--- config.mk ---
export PLATFORM = sky130hd
export DESIGN_NAME = lsfc_top
export DESIGN_NICKNAME = d
export VERILOG_FILES = /design/src/lsfc_pkg.sv /design/src/lsfc_deglitch_if.sv /design/src/lsfc_top.sv /design/src/lsfc_deglitch.sv
export VERILOG_INCLUDE_DIRS = /design/src
export SDC_FILE = /design/constraint.sdc
export NUM_CORES = 1
export LEC_CHECK = 0
export ABC_AREA = 1
export BUFFER_PORTS_ARGS = -buffer_cell sky130_fd_sc_hd__buf_2
export CORE_ASPECT_RATIO = 1.75
export CORE_MARGIN = 2
export CORE_UTILIZATION = 33
export DETAILED_ROUTE_END_ITERATION = 6
export HOLD_SLACK_MARGIN = 0.05
export SLEW_MARGIN = 5
export SYNTH_ARGS = -nofsm -noshare
export SYNTH_HDL_FRONTEND = slang
export SYNTH_SLANG_ARGS = --single-unit
--- constraint.sdc ---
create_clock -name clk_in -period 3.2 [get_ports clk_in]
set_clock_uncertainty 0.05 [all_clocks]
set_input_delay 0 -clock clk_in [delete_from_list [all_inputs] [get_ports clk_in]]
set_output_delay 0 -clock clk_in [all_outputs]
set_load 0.03 [all_outputs]
--- src/lsfc_consts.svh ---
`ifndef LSFC_CONSTS_SVH
`define LSFC_CONSTS_SVH
// Clock and timing
`define LSFC_CLK_HZ 125000000
`define LSFC_TICK_US 1000
`define LSFC_TICK_CYC ((`LSFC_CLK_HZ / 1000000) * `LSFC_TICK_US)
`define LSFC_REV_MS 4
`define LSFC_OC_MS 10
`define LSFC_MS_W 8
`endif

--- src/lsfc_pkg.sv ---
`default_nettype none
package lsfc_pkg;
  typedef enum logic [1:0] {
    LSFC_OFF = 2'b00,
    LSFC_ON = 2'b01,
    LSFC_LATCHED = 2'b10
  } lsfc_state_t;
endpackage
`default_nettype wire

--- src/lsfc_deglitch_if.sv ---
`timescale 1ns/1ps
`default_nettype none
// Carries one filter's raw input, tick and qualified output
interface lsfc_deglitch_if;
  logic tick;
  logic raw;
  logic qual;
  modport filt (input tick, input raw, output qual);
  modport user (output tick, output raw, input qual);
endinterface
`default_nettype wire

--- src/lsfc_top.sv ---
// Operation
// Reverse voltage held for 4 ms turns the switch off.
// Auto-recovery: switch returns after reverse absent for 4 ms.
// Latch-off: reverse shutdown holds switch off until enable toggle or reset.
// Fault indication goes low after reverse persists 4 ms.
// Fault is open-drain active low, for over-current, thermal, reverse.
// Auto-recovery: fault held until condition gone and switch resumed.
// Latch-off: fault held while latched, released by toggle or reset.
// Over-current qualified by 10 ms deglitch before reporting.
// Deglitch delays both entry and exit, needing continuous level.
// Over-temperature asserts fault immediately, no deglitch.
// Undervoltage lockout keeps the switch disabled.
// Enable low disables driver, bias and switch; high enables them.
// Weak enable pull-up while off, strong pull-up once on.
// Output discharge active whenever enable is low.
// At over-current onset the switch stays on in current limit.
// Auto-recovery: after 10 ms, fault and stay in current limit.
// Auto-recovery: thermal input turns switch off until it clears.
// Auto-recovery: normal operation resumes when overload disappears.
// Latch-off: after 10 ms over-current, fault and switch off at once.
// Latch-off: stays off after over-current latch even if overload removed.
// Host recovers latch by toggling enable low then high, or power cycle.
// Timers count a millisecond tick and clear when condition absent.
// Latch cleared by reset or by enable falling then rising.
`timescale 1ns/1ps
`default_nettype none
`include "lsfc_consts.svh"
module lsfc_top
  import lsfc_pkg::*;
#(
  parameter bit LATCH_OFF = 1'b1,
  parameter int TICK_CYC = `LSFC_TICK_CYC,
  parameter int REV_MS = `LSFC_REV_MS,
  parameter int OC_MS = `LSFC_OC_MS
) (
  input wire logic clk_in,
  input wire logic nrst_in,
  input wire logic switch_enable_in,
  input wire logic reverse_in,
  input wire logic overcurrent_in,
  input wire logic overtemp_in,
  input wire logic input_undervoltage_lockout_in,
  output logic gate_enable_out,
  output logic driver_bias_en_out,
  output logic current_limit_out,
  output logic fault_indicator_low_out,
  output logic fault_indicator_low_oe_out,
  output logic discharge_en_out,
  output logic pullup_strong_out
);
  // ==========================================================
  // Reset release and input synchronisers
  logic [1:0] rst_sync_reg;
  logic rst_n;
  localparam int NSYNC = 5;
  logic [NSYNC-1:0] raw_in;
  logic [NSYNC-1:0] s1_reg;
  logic [NSYNC-1:0] s2_reg;

  // Refuse settings the divider and the filter counters cannot serve
  if (TICK_CYC < 2) begin : g_bad_tick
    $error("lsfc_top: TICK_CYC must be at least 2");
  end
  // Filter spans must fit the shared tick counter width
  if (REV_MS < 1 || OC_MS < 1 || REV_MS >= (1 << `LSFC_MS_W) ||
      OC_MS >= (1 << `LSFC_MS_W)) begin : g_bad_span
    $error("lsfc_top: deglitch span out of range");
  end

  // Asynchronous assert, synchronous release
  always_ff @(posedge clk_in or negedge nrst_in) begin
    if (!nrst_in) begin
      rst_sync_reg <= 2'h0;
    end else begin
      rst_sync_reg <= {rst_sync_reg[0], 1'b1};
    end
  end
  assign rst_n = rst_sync_reg[1];

  assign raw_in = {input_undervoltage_lockout_in, overtemp_in, overcurrent_in,
                   reverse_in, switch_enable_in};

  // Two flops per pin; only s2 is read by logic
  always_ff @(posedge clk_in or negedge rst_n) begin
    if (!rst_n) begin
      s1_reg <= '0;
      s2_reg <= '0;
    end else begin
      s1_reg <= raw_in;
      s2_reg <= s1_reg;
    end
  end

  // Synchronised copies of the pins, one name each
  logic en_s;
  logic rev_s;
  logic oc_s;
  logic ot_s;
  logic uv_s;
  assign en_s = s2_reg[0];
  assign rev_s = s2_reg[1];
  assign oc_s = s2_reg[2];
  assign ot_s = s2_reg[3];
  assign uv_s = s2_reg[4];

  // ==========================================================
  // Millisecond tick divider
  logic [31:0] div_reg;
  logic [31:0] div_next;
  logic tick_reg;
  logic tick_next;

  // Free-running phase, so a filter span may end up to one tick early
  always_comb begin
    tick_next = 1'b0;
    div_next = div_reg + 32'h1;
    if (div_reg == 32'(TICK_CYC - 1)) begin
      div_next = 32'h0;
      tick_next = 1'b1;
    end
  end

  // Register the divider
  always_ff @(posedge clk_in or negedge rst_n) begin
    if (!rst_n) begin
      div_reg <= 32'h0;
      tick_reg <= 1'b0;
    end else begin
      div_reg <= div_next;
      tick_reg <= tick_next;
    end
  end

  // ==========================================================
  // Deglitch filters for reverse and over-current
  lsfc_deglitch_if rev_if ();
  lsfc_deglitch_if oc_if ();
  assign rev_if.tick = tick_reg;
  assign rev_if.raw = rev_s;
  assign oc_if.tick = tick_reg;
  assign oc_if.raw = oc_s;

  // Separate filters: reverse and over-current spans differ
  lsfc_deglitch #(.MS(REV_MS), .W(`LSFC_MS_W)) u_rev_dg (
    .clk_in(clk_in),
    .rst_n_in(rst_n),
    .dg(rev_if.filt)
  );

  lsfc_deglitch #(.MS(OC_MS), .W(`LSFC_MS_W)) u_oc_dg (
    .clk_in(clk_in),
    .rst_n_in(rst_n),
    .dg(oc_if.filt)
  );

  logic rev_q;
  logic oc_q;
  assign rev_q = rev_if.qual;
  assign oc_q = oc_if.qual;

  // ==========================================================
  // Switch state machine
  lsfc_state_t state_reg;
  lsfc_state_t state_next;
  logic en_d_reg;
  logic en_rise;
  logic block_on;
  // Rising edge of the synchronised enable
  assign en_rise = en_s && !en_d_reg;
  // Conditions that hold the pass switch off in either variant
  assign block_on = !en_s || uv_s || ot_s || rev_q;

  always_comb begin
    state_next = state_reg;
    case (state_reg)
      LSFC_OFF: begin
        if (!block_on) begin
          state_next = LSFC_ON;
        end
      end
      LSFC_ON: begin
        if (LATCH_OFF && en_s && (rev_q || oc_q)) begin
          state_next = LSFC_LATCHED;
        end else if (block_on) begin
          state_next = LSFC_OFF;
        end
      end
      LSFC_LATCHED: begin
        // Only enable going low frees the latch; overload removal does not
        if (!en_s) begin
          state_next = LSFC_OFF;
        end
      end
      default: begin
        state_next = LSFC_OFF;
      end
    endcase
  end

  // Register the state and the enable history
  always_ff @(posedge clk_in or negedge rst_n) begin
    if (!rst_n) begin
      state_reg <= LSFC_OFF;
      en_d_reg <= 1'b0;
    end else begin
      state_reg <= state_next;
      en_d_reg <= en_s;
    end
  end

  // ==========================================================
  // Output registers
  logic gate_next;
  logic fault_next;
  logic cl_next;
  logic oe_next;
  logic disch_next;
  logic bias_next;

  always_comb begin
    gate_next = (state_next == LSFC_ON);
    // Current limit follows raw over-current while switch conducts
    cl_next = gate_next && oc_s;
    // Fault: qualified over-current, reverse, raw thermal, or latch
    // Over-current masked with enable low, the switch carries no load then
    // Reverse stays reported with the switch off: the output can be back-driven
    fault_next = (en_s && oc_q) || rev_q || ot_s
                 || (state_next == LSFC_LATCHED);
    // Open-drain enable is low while the pin is pulled low
    oe_next = !fault_next;
    bias_next = en_s;
    disch_next = !en_s;
  end

  // Outputs come straight from flops
  always_ff @(posedge clk_in or negedge rst_n) begin
    if (!rst_n) begin
      gate_enable_out <= 1'b0;
      driver_bias_en_out <= 1'b0;
      current_limit_out <= 1'b0;
      fault_indicator_low_out <= 1'b0;
      fault_indicator_low_oe_out <= 1'b1;
      discharge_en_out <= 1'b1;
      pullup_strong_out <= 1'b0;
    end else begin
      gate_enable_out <= gate_next;
      driver_bias_en_out <= bias_next;
      current_limit_out <= cl_next;
      fault_indicator_low_out <= 1'b0;
      fault_indicator_low_oe_out <= oe_next;
      discharge_en_out <= disch_next;
      pullup_strong_out <= gate_next;
    end
  end

  // ==========================================================
  // Checks
  chk_latch_holds_off: assert property (@(posedge clk_in) disable iff (!rst_n)
    (state_reg == LSFC_LATCHED && en_s) |=> state_reg == LSFC_LATCHED)
    else $error("latch left without enable low");
  chk_latch_faults: assert property (@(posedge clk_in) disable iff (!rst_n)
    (state_reg == LSFC_LATCHED && en_s) |=> !fault_indicator_low_oe_out)
    else $error("fault not shown while latched");
  chk_thermal_fast: assert property (@(posedge clk_in) disable iff (!rst_n)
    ot_s |=> !fault_indicator_low_oe_out)
    else $error("thermal fault not immediate");
  chk_thermal_off: assert property (@(posedge clk_in) disable iff (!rst_n)
    ot_s |=> !gate_enable_out)
    else $error("switch on during thermal shutdown");
  chk_input_undervoltage_lockout_off: assert property (@(posedge clk_in) disable iff (!rst_n)
    uv_s |=> !gate_enable_out)
    else $error("switch on during undervoltage");
  chk_disch_enable: assert property (@(posedge clk_in) disable iff (!rst_n)
    !en_s |=> discharge_en_out && !gate_enable_out)
    else $error("discharge or gate wrong with enable low");
  chk_pullup_gate: assert property (@(posedge clk_in) disable iff (!rst_n)
    pullup_strong_out == gate_enable_out)
    else $error("pull-up select not following switch");
  chk_oc_stays_on: assert property (@(posedge clk_in) disable iff (!rst_n)
    (state_reg == LSFC_ON && !oc_q && !block_on) |=> gate_enable_out)
    else $error("switch dropped before over-current qualified");
  chk_auto_oc_on: assert property (@(posedge clk_in) disable iff (!rst_n)
    (!LATCH_OFF && state_reg == LSFC_ON && oc_q && !block_on) |=> gate_enable_out)
    else $error("auto variant turned off on over-current");
  chk_rev_off: assert property (@(posedge clk_in) disable iff (!rst_n)
    rev_q |=> !gate_enable_out && !fault_indicator_low_oe_out)
    else $error("reverse fault not acted on");
  // A fresh enable edge with nothing blocking must bring the switch back
  chk_en_rise_use: assert property (@(posedge clk_in) disable iff (!rst_n)
    (state_reg == LSFC_OFF && en_rise && !block_on) |=> state_reg == LSFC_ON)
    else $error("enable rise did not restart the switch");
  // Enable low is the first half of the way out of a latch
  chk_latch_release: assert property (@(posedge clk_in) disable iff (!rst_n)
    (state_reg == LSFC_LATCHED && !en_s) |=> state_reg == LSFC_OFF)
    else $error("latch kept with enable low");
  chk_release_disabled: assert property (@(posedge clk_in) disable iff (!rst_n)
    (!en_s && !ot_s && !rev_q) |=> fault_indicator_low_oe_out)
    else $error("fault held with enable low and no cause");
  chk_bias_enable: assert property (@(posedge clk_in) disable iff (!rst_n)
    en_s |=> driver_bias_en_out && !discharge_en_out)
    else $error("bias or discharge wrong with enable high");
  chk_cl_onset: assert property (@(posedge clk_in) disable iff (!rst_n)
    (gate_enable_out && oc_s && !oc_q && !block_on) |=> current_limit_out && gate_enable_out)
    else $error("current limit not held at over-current onset");
endmodule
`default_nettype wire

--- src/lsfc_deglitch.sv ---
`timescale 1ns/1ps
`default_nettype none
module lsfc_deglitch #(
  parameter int MS = 4,
  parameter int W = 8
) (
  input wire logic clk_in,
  input wire logic rst_n_in,
  lsfc_deglitch_if.filt dg
);
  logic [W-1:0] cnt_reg;
  logic [W-1:0] cnt_next;
  logic qual_reg;
  logic qual_next;

  // Refuse spans that the tick counter cannot reach
  if (MS < 1 || MS >= (1 << W)) begin : g_bad_ms
    $error("lsfc_deglitch: MS out of range");
  end

  // Count ticks while raw differs from the qualified level
  always_comb begin
    cnt_next = cnt_reg;
    qual_next = qual_reg;
    if (dg.raw == qual_reg) begin
      cnt_next = '0;
    end else if (dg.tick) begin
      if (cnt_reg == W'(MS - 1)) begin
        qual_next = dg.raw;
        cnt_next = '0;
      end else begin
        cnt_next = cnt_reg + W'(1);
      end
    end
  end

  always_ff @(posedge clk_in or negedge rst_n_in) begin
    if (!rst_n_in) begin
      cnt_reg <= '0;
      qual_reg <= 1'b0;
    end else begin
      cnt_reg <= cnt_next;
      qual_reg <= qual_next;
    end
  end

  assign dg.qual = qual_reg;

  // A flip of the qualified level needs the raw level to have differed
  chk_qual_needs_raw: assert property (@(posedge clk_in) disable iff (!rst_n_in)
    $changed(qual_reg) |-> $past(dg.raw) == qual_reg)
    else $error("qualified level changed without raw level");
endmodule
`default_nettype wire

==> flow_summary_export.csv <==
group,metric,value,unit
die,die_w,83.69,microns
logic_synthesis,yosysSeqAreaShare,47.83,%
pwr,leakagePower,2.022,nW
worst_hold_path,holdPathStages,2,
logic_synthesis,syn_area,3667,sq um
clock_network,cts.sinks,70,
setup_path,regToRegSetupSlack,1.58,ns
logic_synthesis,ys_seq_elements,70,
final_layout,layout_common_cells,"nand2_1 (150), nor2_1 (97), inv_1 (71)",
clock_network,cts-root-buf,"clkbuf_16",
drt,drc,0,
drt,drt_first_pass_iters,5,
final_layout,ff_latch_area,1755,sq um
worst_hold_path,min_to,"s1_reg[4]$_DFF_PN0_",
die,dieArea,12010,sq um
sta,finalSetupTns,0,ns
final_layout,largest_register_ffs,32,
logic_synthesis,post-synth-top-area-cell,"dfrtp_1",
logic_synthesis,synth_top_area_share,46.40,%
setup_path,critPathLaunchType,"flip-flop",
final_layout,layout_commonest_cell,"nand2_1",
placed_design,numPortBuffers,12,
final_layout,multi_input_area,1622,sq um
final_layout,n_antenna_cell,0,
final_layout,syn2layout_area_growth,16.38,%
drt,finalWirelength,8100,microns
final_layout,final_layout_size_suffix_gt1_share,8.614,%
sta,relSlewSlack,28.60,%
setup_path,path_max_fanout,6,
global_routing,grt_pass1_wl,13790,microns
drt,ant_nets,0,
setup_path,critPathKind,"flip-flop to flip-flop",
clock_network,numCtsBuffers,9,
pwr,peakVddDrop,0.0003748,V
worst_hold_path,hp-start,"input_undervoltage_lockout_in",
sta,setup_viol,0,
final_layout,fillerInstances,1137,
logic_synthesis,ys.warnings.count,0,
logic_synthesis,yosysUniqueCellTypes,25,
setup_path,worstReg2RegStart,"div_reg[0]$_DFF_PN0_",
drt,wl_per_cell,12.16,microns
placed_design,place.gp.congestion,0.9341,
logic_synthesis,syn_nets,513,
die,core_area,10980,sq um
drt,first_iter_violations,168,
logic_synthesis,syn-instance-count,502,
logic_synthesis,ys_top_cells_by_area,"dfrtp_1 (46%), nand2_1 (15%), nor2_1 (9.9%), inv_1 (7.3%), nand3_1 (4.8%)",
sta,hold_ws,0.2531,ns
pwr,power_density,472.2,nW/um^2
setup_path,required,3.35,ns
sta,fin_crit_sh,50.73,%
global_routing,grt_max_degree,52,
sta,fmaxAchievable,616.0,MHz
sta,finalHoldViolCount,0,
global_routing,grt_overflow_total,0,
sta,finalCriticalPeriod,1.623,ns
run_status,status,"finished clean",
placed_design,postPlaceCellArea,3876,sq um
clock_network,cts_buffer_depth,2,
clock_network,cts.htree.levels,3,
setup_path,rr_endpoint,"div_reg[14]$_DFF_PN0_",
logic_synthesis,avgSynthCellArea,7.305,sq um
sta,drv_slew,0,
flow_run,maxCapViolCount,0,
pwr,power.total,2.015,mW
die,die_h,143.5,microns
placed_design,placed_cells,643,
placed_design,dp_hpwl,6280,microns
setup_path,reg2reg_depth,8,
final_layout,finish.instance_area,4268,sq um
clock_network,post_cts_resized,0,
setup_path,worstSetupEndpointType,"flip-flop",
clock_network,post_cts.repair.setup_buffers,0,
global_routing,grt_pass1_vias,3127,
clock_network,cts_tree,"yes",
clock_network,clk-insertion-delay-late,0.33,ns
setup_path,arrival,1.78,ns
die,start_util,33.41,%
sta,tightest_slew,1.071,ns
sta,rsz0062_at_grt,"false",
global_routing,antenna_found_initial,0,
drt,via_count,3149,
global_routing,grt_util_all_layers,14.64,%
final_layout,layout.cells.non_filler,666,
drt,via_per_inst,4.728,
worst_hold_path,hold_class,"primary input to flip-flop",
die,io_pins,14,
die,rows,51,
final_layout,nNetsFinal,540,
clock_network,path_clk_slew,0.06,ns
-- stage by stage --
stage / setup WS (ns) / util, %
3_3_place_gp: 1.570 / 35.32
6_report: 1.577 / 38.89
2_1_floorplan: 1.060 / -
3_5_place_dp: 1.584 / 35.32
4_1_cts: 1.576 / 38.89
5_1_grt: 1.380 / 38.89
-- cell type report --
type | count | share of cell area (%)
Clock buffer | 9 | 5.277
Clock inverter | 7 | 2.257
Inverter | 71 | 6.245
Multi-Input combinational cell | 357 | 37.99
Sequential cell | 70 | 41.13
Tap cell | 132 | 3.870
Timing Repair Buffer | 20 | 3.225
-- per-layer routing --
layer	global-route usage [%]	vias to the layer above	part of all wire, %
met2	26.48	72	54
li1	-	1598	-
met1	14.04	1446	37
met3	3.848	33	3.2
met5	0	-	0
met4	10.95	0	6.1
-- power by group --
group          leakage [nW]  switching, mW  internal, mW
sequential            0.929         0.0156         0.897
combinational         0.933         0.0265        0.0150
clock                 0.160          0.377         0.684
total                  2.02          0.419          1.60
-- cell usage after synthesis --
cell and n:
buf_4 2, inv_1 71, dfstp_2 2, nor3_1 6, nand2_2 3, nor2_4 3, nand2_1 150, xnor2_1 3
nand4_1 9, xor2_2 1, nor3b_1 1, conb_1 2, dfrtp_1 68, xor2_1 9, ha_1 4, o21ai_0 14
nor2_1 97, nor2_2 6, buf_2 2, a22oi_1 1, nand2_4 1, o21bai_1 2, a21oi_1 9, nand3_1 35
nand3b_1 1
-- repair_timing --
action                                  CTS  global route
endpoints found under the hold margin     7             0
hold buffers                              7             0
endpoints found under the setup margin    0             0
-- how the worst max path moves through the flow --
stage,startpoint,end
floorplan,rst_sync_reg[1]$_DFF_PN0_,current_limit_out$_DFF_PN0_
global placement,div_reg[0]$_DFF_PN0_,div_reg[14]$_DFF_PN0_
detailed placement,div_reg[0]$_DFF_PN0_,div_reg[13]$_DFF_PN0_
CTS,div_reg[0]$_DFF_PN0_,div_reg[13]$_DFF_PN0_
global route,div_reg[0]$_DFF_PN0_,div_reg[18]$_DFF_PN0_
finish,div_reg[0]$_DFF_PN0_,div_reg[14]$_DFF_PN0_
-- worst max-delay path: stages (launching register included) --
cell     delay, ns
dfrtp_1       0.41
ha_1          0.29
nand2_1       0.13
nor2_2        0.16
nand2_1       0.09
nor2_1        0.18
nand2_1       0.08
nand2_1       0.07
nor2_1        0.04
-- logic make-up (layout without fill, tap and decap cells) --
kind of cell | after synthesis | count (layout) | share of synthesized area (%)
other | 2 | 2 | 0.2048
XOR/XNOR | 13 | 13 | 3.310
adder cells (fa/ha/maj) | 4 | 4 | 1.365
AND/OR/NAND/NOR | 312 | 312 | 35.59
AO/OA/AOI/OAI | 26 | 26 | 3.753
buffers and inverters | 75 | 107 | 7.950
flip-flops | 70 | 70 | 47.83
No activity file was read; power rests on OpenSTA's default activity.
